File: src/rtl/srsc_pkg.sv
package srsc_pkg;

  // Array shape of the memory on the far side
  localparam int ADDR_W = 8;
  localparam int DATA_W = 4;

  // Clock rate
  localparam int CLK_PERIOD_PS = 25000;

  // Memory timing figures in ns
  localparam int STROBE_ACCESS_DELAY_NS = 300;
  localparam int ADDR_HOLD_NS = 50;
  localparam int STROBE_HIGH_NS = 100;
  localparam int SELECT_OUTPUT_FLOAT_DELAY_NS = 150;
  localparam int WRITE_DATA_SETUP_NS = 150;
  localparam int WRITE_DATA_HOLD_NS = 0;
  localparam int WRITE_OUTPUT_DISABLE_DELAY_NS = 30;
  localparam int MIN_WRITE_PULSE_NS = 180;

  // Least times rounded up to whole cycles, at least one
  function automatic int cyc_up(input int ns);
    int c;
    c = (ns * 1000 + CLK_PERIOD_PS - 1) / CLK_PERIOD_PS;
    return (c < 1) ? 1 : c;
  endfunction

  function automatic int max2(input int a, input int b);
    return (a > b) ? a : b;
  endfunction

  localparam int SYNC_CYC = 2;
  localparam int ACCESS_CYC = cyc_up(STROBE_ACCESS_DELAY_NS);
  localparam int ADDR_HOLD_CYC = cyc_up(ADDR_HOLD_NS);
  localparam int RECOVER_CYC = max2(cyc_up(STROBE_HIGH_NS), cyc_up(SELECT_OUTPUT_FLOAT_DELAY_NS));
  localparam int DATA_SETUP_CYC = cyc_up(WRITE_DATA_SETUP_NS);
  localparam int DATA_HOLD_CYC = cyc_up(WRITE_DATA_HOLD_NS);
  localparam int DISABLE_CYC = cyc_up(WRITE_OUTPUT_DISABLE_DELAY_NS);
  localparam int PULSE_CYC = max2(cyc_up(MIN_WRITE_PULSE_NS), DATA_SETUP_CYC);
  localparam int RMW_DATA_CYC = max2(DATA_SETUP_CYC, cyc_up(MIN_WRITE_PULSE_NS) - DISABLE_CYC);

  localparam int CNT_W = 5;

  // Command codes
  localparam logic [1:0] OP_READ = 2'h0;
  localparam logic [1:0] OP_WRITE = 2'h1;
  localparam logic [1:0] OP_RMW = 2'h2;

  // Pin levels out of reset: strobes and selects idle high
  localparam logic PIN_IDLE = 1'h1;

  typedef enum logic [3:0] {
    ST_IDLE,
    ST_ADDR,
    ST_RD_ACCESS,
    ST_WR_DISABLE,
    ST_WR_DATA,
    ST_WR_LATCH,
    ST_WR_PULSE,
    ST_WR_END,
    ST_FINISH
  } srsc_state_t;

endpackage

File: src/rtl/srsc_host.sv
`timescale 1ns/10ps
`default_nettype none

module srsc_host import srsc_pkg::*; (
  // Clock and reset
  input wire logic clk,
  input wire logic resetn,
  // User command port
  input wire logic req,
  input wire logic [1:0] op,
  input wire logic [ADDR_W-1:0] addr,
  input wire logic [DATA_W-1:0] wdata,
  output logic ready,
  output logic rd_valid,
  output logic [DATA_W-1:0] rdata,
  // Memory pins
  output logic cycle_strobe_n,
  output logic select_first_n,
  output logic select_second_n,
  output logic write_strobe_n,
  output logic [ADDR_W-1:0] mem_addr,
  output logic [DATA_W-1:0] data_out,
  output logic data_oe,
  input wire logic [DATA_W-1:0] data_in
);

  srsc_state_t st_q, st_d;
  logic [CNT_W-1:0] cnt_q, cnt_d;
  logic [1:0] op_q;
  logic [DATA_W-1:0] wdata_q;
  logic [DATA_W-1:0] data_sync;

  // Memory data pins are not on our clock
  // Only the second stage is read; the first may still be settling
  srsc_sync2 #(.W(DATA_W)) u_sync (
    .clk(clk),
    .resetn(resetn),
    .async_in(data_in),
    .sync_out(data_sync)
  );

  wire take = (st_q == ST_IDLE) && req;
  wire [1:0] op_d = take ? op : op_q;
  wire is_write = (op_d == OP_WRITE);
  wire is_rmw = (op_q == OP_RMW);
  wire cnt_zero = (cnt_q == '0);
  wire [CNT_W-1:0] cnt_dec = cnt_zero ? cnt_q : cnt_q - CNT_W'(1);
  // Last cycle of the read wait: the synchronised word is taken here
  wire capture = (st_q == ST_RD_ACCESS) && cnt_zero;

  // Next-state view shared by the pin decodes
  wire nx_idle = (st_d == ST_IDLE);
  wire nx_addr = (st_d == ST_ADDR);
  wire nx_rd = (st_d == ST_RD_ACCESS);
  wire nx_dis = (st_d == ST_WR_DISABLE);
  wire nx_data = (st_d == ST_WR_DATA);
  wire nx_latch = (st_d == ST_WR_LATCH);
  wire nx_pulse = (st_d == ST_WR_PULSE);
  wire nx_end = (st_d == ST_WR_END);

  // Pin decode from the next state so each pin is a flip-flop
  wire strobe_low_d = nx_rd || nx_dis || nx_data || nx_latch || nx_pulse || nx_end;
  // Both selects move together; released first so the write ends on a select rise
  wire sel_low_d = nx_rd || nx_dis || nx_data || nx_pulse;
  // Plain writes drop the write strobe before the selects so outputs never turn on
  // Each write gets its own pulse; holding it low across a run of writes is allowed but unused
  wire we_low_d = (nx_addr && is_write) || nx_dis || nx_data
                  || nx_latch || nx_pulse || nx_end;
  // Drive only once the memory cannot be driving; hold one cycle past the ending edge
  wire oe_d = (nx_addr && is_write) || nx_data || nx_latch
              || nx_pulse || nx_end;

  always_comb begin
    st_d = st_q;
    cnt_d = cnt_dec;
    case (st_q)
      ST_IDLE: begin
        if (req) begin
          st_d = ST_ADDR;
          cnt_d = '0;
        end
      end
      ST_ADDR: begin
        if (op_q == OP_WRITE) begin
          st_d = ST_WR_LATCH;
          cnt_d = CNT_W'(ADDR_HOLD_CYC - 1);
        end else begin
          st_d = ST_RD_ACCESS;
          // One spare cycle: the word is only sure at the access edge itself,
          // and a sample taken on that very edge would race the memory
          cnt_d = CNT_W'(ACCESS_CYC + SYNC_CYC);
        end
      end
      ST_RD_ACCESS: begin
        if (cnt_zero && is_rmw) begin
          st_d = ST_WR_DISABLE;
          cnt_d = CNT_W'(DISABLE_CYC - 1);
        end else if (cnt_zero) begin
          st_d = ST_FINISH;
          cnt_d = CNT_W'(RECOVER_CYC - 1);
        end
      end
      ST_WR_DISABLE: begin
        if (cnt_zero) begin
          st_d = ST_WR_DATA;
          cnt_d = CNT_W'(RMW_DATA_CYC - 1);
        end
      end
      ST_WR_LATCH: begin
        if (cnt_zero) begin
          st_d = ST_WR_PULSE;
          cnt_d = CNT_W'(PULSE_CYC - 1);
        end
      end
      ST_WR_DATA, ST_WR_PULSE: begin
        if (cnt_zero) begin
          st_d = ST_WR_END;
          cnt_d = CNT_W'(DATA_HOLD_CYC - 1);
        end
      end
      ST_WR_END: begin
        if (cnt_zero) begin
          st_d = ST_FINISH;
          cnt_d = CNT_W'(RECOVER_CYC - 1);
        end
      end
      ST_FINISH: begin
        if (cnt_zero) begin
          st_d = ST_IDLE;
        end
      end
      default: begin
        st_d = ST_IDLE;
        cnt_d = '0;
      end
    endcase
  end

  always_ff @(posedge clk or negedge resetn) begin
    if (!resetn) begin
      st_q <= ST_IDLE;
      cnt_q <= '0;
      op_q <= OP_READ;
      wdata_q <= '0;
    end else begin
      st_q <= st_d;
      cnt_q <= cnt_d;
      op_q <= op_d;
      if (take) begin
        wdata_q <= wdata;
      end
    end
  end

  // Address register stays put for the whole cycle
  always_ff @(posedge clk or negedge resetn) begin
    if (!resetn) begin
      mem_addr <= '0;
    end else if (take) begin
      mem_addr <= addr;
    end
  end

  always_ff @(posedge clk or negedge resetn) begin
    if (!resetn) begin
      cycle_strobe_n <= PIN_IDLE;
      select_first_n <= PIN_IDLE;
      select_second_n <= PIN_IDLE;
      write_strobe_n <= PIN_IDLE;
    end else begin
      cycle_strobe_n <= !strobe_low_d;
      select_first_n <= !sel_low_d;
      select_second_n <= !sel_low_d;
      write_strobe_n <= !we_low_d;
    end
  end

  // Data pins; the word is loaded on the take edge so it leads the write pulse
  always_ff @(posedge clk or negedge resetn) begin
    if (!resetn) begin
      data_oe <= 1'b0;
      data_out <= '0;
    end else begin
      data_oe <= oe_d;
      data_out <= take ? wdata : wdata_q;
    end
  end

  // Sampled before the strobe rise, so the output latch holds the same word
  always_ff @(posedge clk or negedge resetn) begin
    if (!resetn) begin
      rdata <= '0;
      rd_valid <= 1'b0;
      ready <= 1'b1;
    end else begin
      rd_valid <= capture;
      if (capture) begin
        rdata <= data_sync;
      end
      // Ready follows the idle state, so no request lands during recovery
      ready <= nx_idle;
    end
  end

endmodule // srsc_host

`default_nettype wire

File: src/rtl/srsc_sync2.sv
`timescale 1ns/10ps
`default_nettype none

module srsc_sync2 #(
  parameter int W = 1
) (
  // Clock and reset
  input wire logic clk,
  input wire logic resetn,
  // Asynchronous input and synchronised copy
  input wire logic [W-1:0] async_in,
  output logic [W-1:0] sync_out
);

  logic [W-1:0] meta_q;

  always_ff @(posedge clk or negedge resetn) begin
    if (!resetn) begin
      meta_q <= '0;
      sync_out <= '0;
    end else begin
      meta_q <= async_in;
      sync_out <= meta_q;
    end
  end

endmodule // srsc_sync2

`default_nettype wire

File: config.mk
export PLATFORM = sky130hd
export DESIGN_NAME = srsc_host
export DESIGN_NICKNAME = d
export VERILOG_FILES = /design/src/rtl/srsc_pkg.sv /design/src/rtl/srsc_host.sv /design/src/rtl/srsc_sync2.sv
export SDC_FILE = /design/constraint.sdc
export NUM_CORES = 1
export LEC_CHECK = 0
export ABC_AREA = 1
export BUFFER_PORTS_ARGS = -buffer_cell sky130_fd_sc_hd__buf_2
export CORE_ASPECT_RATIO = 1.1
export CORE_UTILIZATION = 46
export DETAILED_ROUTE_END_ITERATION = 12
export PLACE_DENSITY = 0.73
export SYNTH_ARGS = -nofsm -noshare
export SYNTH_HDL_FRONTEND = slang
export SYNTH_SLANG_ARGS = --single-unit
File: constraint.sdc
create_clock -name clk -period 1.5 [get_ports clk]
set_input_delay 0.3 -clock clk [delete_from_list [all_inputs] [get_ports clk]]
set_output_delay 0.3 -clock clk [all_outputs]
set_load 0.05 [all_outputs]
==> summary.txt <==
Timing
  • Final WS setup: -98.1 ps
  • Unrepaired setup endpoints after global routing: yes
  • FMAX: approximately 0.63 GHz
  • Worst hold slack: about 100 ps
  • Tcrit/Tclk final: 107%
  • Period minus WS final: around 1600 ps
  • Sum Neg Setup Slack: -436 ps
  • Max_slew headroom: ~78%
  • Final Setup Violations: 8
  • Clk_skew: between 5 and 6 ps
  • Worst Max-Slew Pin Slew: 330 ps
  • Final Hold Vio Count: 0
  • Slew Limit Fails: 0

Placement
  • Placed Instances: roughly 340
  • Global placement routability congestion: between 0.8 and 0.9
  • Port Buffer Count: 43
  • HPWL Detailed: about 3.0 mm

Final layout
  • Share of layout cells above drive strength 1: between 40% and 50%
  • Layout Cells excl Fill: 358
  • Area Growth Syn to Fin: 37.7%
  • Final core utilization: about two thirds
  • Diode count: 0
  • Net count, final: 330

Clock tree
  • Worst-skew pair later-pin latency: 300 ps
  • Clock root cell: clkbuf_8
  • Clock Pin Slew Worst Setup and Hold Paths: 80 ps
  • TritonCTS buffer count: 5
  • Sink Count: ~40
  • TritonCTS clock tree: done
  • Max Root-Sink Buffers: 2
  • H-tree depth: 2

Power and ir drop
  • Leakage: approximately 1.4 nW
  • Pwr Density: approximately 2600 nW/um^2
  • Total power: about 0.0067 W
  • Maximum vdd drop: between 1000 and 1500 uV

Logic synthesis
  • Async set-reset flop share out of synthesis: 100%
  • Count leader, synth: nand2_1
  • Top post-synthesis cells by count: nand2_1, dfrtp_1, inv_1, nor2_1, nand3_1
  • Sequential cell area fraction in the yosys report: 54.0%
  • Post-Syn Nets: around 260
  • Area leader, netlist: dfrtp_1
  • Yosys warns: 0
  • Most common flop cell mapped by yosys: dfrtp_1
  • Synth cell types: 26
  • Area contributors post-synth: dfrtp_1, nand2_1, dfstp_2
  • Seq cells post-synth: 41
  • Gate Count Post-Synth: about 240
  • Avg Cell Area, Syn: 8.09 sq um
  • EDFF count, synth: 0
  • Post-Syn Area: about 1900 sq um
  • Synth top area share: between 40% and 50%

Floorplan
  • Row count: 24
  • I/O pin count: 44
  • Core ar.: 3960 sq um
  • Initial Utilization: ~48%
  • Die area: between 4000 and 5000 sq um
  • Die height: about 70 microns
  • Die width: 63.4 microns

Critical path
  • Worst Path Arrival: 1770 ps
  • Slowest-stage cell, CP: dfrtp_1
  • Required time worst endpoint: 1670 ps
  • Crit-path cells: inv_2 -> ha_4 -> inv_2 -> nor2_4 -> nand2_8 -> ha_4 -> inv_2 -> nand2_1 -> nand4_1
  • Reg2reg setup slack: -100 ps
  • Worst r2r dst: cnt_q[0]$_DFF_PN0_
  • CP dominant cell by count: inv_2
  • Max incr delay on CP: ~400 ps
  • CP Capture Type: flip-flop
  • End of the critical path: cnt_q[0]$_DFF_PN0_
  • CP Max Fanout: 8
  • FF-to-FF path depth: 9
  • Crit start category: flip-flop
  • Worst reg2reg startpoint: cnt_q[1]$_DFF_PN0_
  • Worst setup path start: cnt_q[1]$_DFF_PN0_
  • Crit Path Category: reg2reg

Route
  • Highest metal used: met4
  • Vias: 1735
  • 1st-pass router iterations: 4
  • Met2 wire length: between 2 and 2.5 mm
  • Iter 0 DRT Violations: roughly 70
  • Detailed-route DRC error count: 0
  • Met1 Wirelength: around 1.8 mm
  • Vias per cell: between 4 and 5
  • Total wire length: 4.32 mm
  • Per-cell routed wire length: between 10 and 15 microns
  • Routed met3 length: around 160 microns
  • Routed Antenna Nets: 0

GRT
  • Grt ovf: 0
  • Largest net degree at the start of global routing: 42
  • Initial antenna violation count: 0
  • Total track usage: 21.1%
  • First-pass GRT wire length: 7.18 mm
  • Vias in the first global route: around 1700

Run
  • MaxCap Viol Count: 0

Status
  • Status: finished with violations
  • Failing checks: setup timing

Min path
  • HP Class: in2reg
report_power, final:
| part | switching, W | internal, W | total (W) |
|---|---|---|---|
| clock | 0.000408 | 0.000499 | 0.000907 |
| combinational | 0.00269 | 0.00130 | 0.00399 |
| sequential | 0.000274 | 0.00155 | 0.00183 |
| total | 0.00337 | 0.00336 | 0.00672 |
final cells by class:
| class | count | area [sq um] |
|---|---|---|
| well taps | 52 | 65.1 |
| multi-input cells | 166 | 913 |
| clock buffers | 5 | 68.8 |
| repair buffers | 65 | 407 |
| fillers | 339 | 1340 |
| inverters | 26 | 97.6 |
| flip-flops and latches | 41 | 1030 |
| clock inverters | 3 | 43.8 |
sequential cells by signal, summed over array words and instances (netlist names):
name,cells
st_q,4
op_q,2
rdata,4
rd_valid,1
cnt_q,5
write_strobe_n,1
cycle_strobe_n,1
u_sync.meta_q,4
select_second_n,1
data_oe,1
ready,1
mem_addr,8
data_out,4
u_sync.sync_out,4
per-layer routing:
| layer | up-vias | GRT usage [%] |
|---|---|---|
| li1 | 858 | - |
| met1 | 828 | 26.6 |
| met2 | 42 | 35.3 |
| met3 | 7 | 3.95 |
| met4 | 0 | 8.33 |
| met5 | - | 0 |
worst min path at each step:
stage | from | endpoint | slack [ps] | depth (start not counted)
after global routing | data_in[2] | u_sync.meta_q[2]$_DFF_PN0_ | 90 | 1
after floorplan | resetn | cnt_q[0]$_DFF_PN0_ | 4 | 0
final | data_in[1] | u_sync.meta_q[1]$_DFF_PN0_ | 100 | 1
after detailed placement | resetn | mem_addr[6]$_DFFE_PN0P_ | 290 | 2
after global placement | resetn | mem_addr[6]$_DFFE_PN0P_ | 290 | 2
after CTS | data_in[1] | u_sync.meta_q[1]$_DFF_PN0_ | 100 | 1
through the flow:
step / worst slack, ps / area (sq um)
after floorplan: -6.44 / 1950
after global placement: -4.76 / 2290
after detailed placement: -82.4 / 2290
after CTS: -25.8 / 2490
after global routing: -184 / 2630
final: -98.1 / 2630
kinds of logic after synthesis:
kind of cell	after synthesis	share of synthesized area [%]
flops	41	54.0
xor+xnor	2	0.918
simple gates	150	33.4
fa+ha+maj	4	2.62
buf+inv	30	6.55
compound gates	9	2.56
timing repair:
action | in CTS | in global routing
resized for setup | 8 | 33
endpoints found under the setup margin | 6 | 16
pin swaps | 4 | 13
buffers inserted | 4 | 6
hold buffers | 1 | 0
hold endpoints to repair | 37 | 0
gates cloned | 1 | 0
placed cells by master (no fill, tap or decap), drive strengths merged:
master	netlist	layout
xor2	2	2
dfrtp	37	37
inv	25	26
nand4	1	1
nand2	103	104
ha	4	4
nor2	24	24
dfstp	4	4
a21oi	3	3
or2	1	1
o21ai	5	5
clkbuf	1	5
nor3	2	2
nand3b	1	1
bufinv	0	1
a31o	1	1
dlygate4sd3	0	1
nand3	18	18
clkinv	1	2
buf	3	64
critical path, delay by kind of cell, from the launching register on:
family | cells | cell delay (ps)
flops | 1 | 390
simple gates | 4 | 480
buf+inv | 3 | 170
fa+ha+maj | 2 | 430
Note: power is estimated with default switching activity, not from simulation.
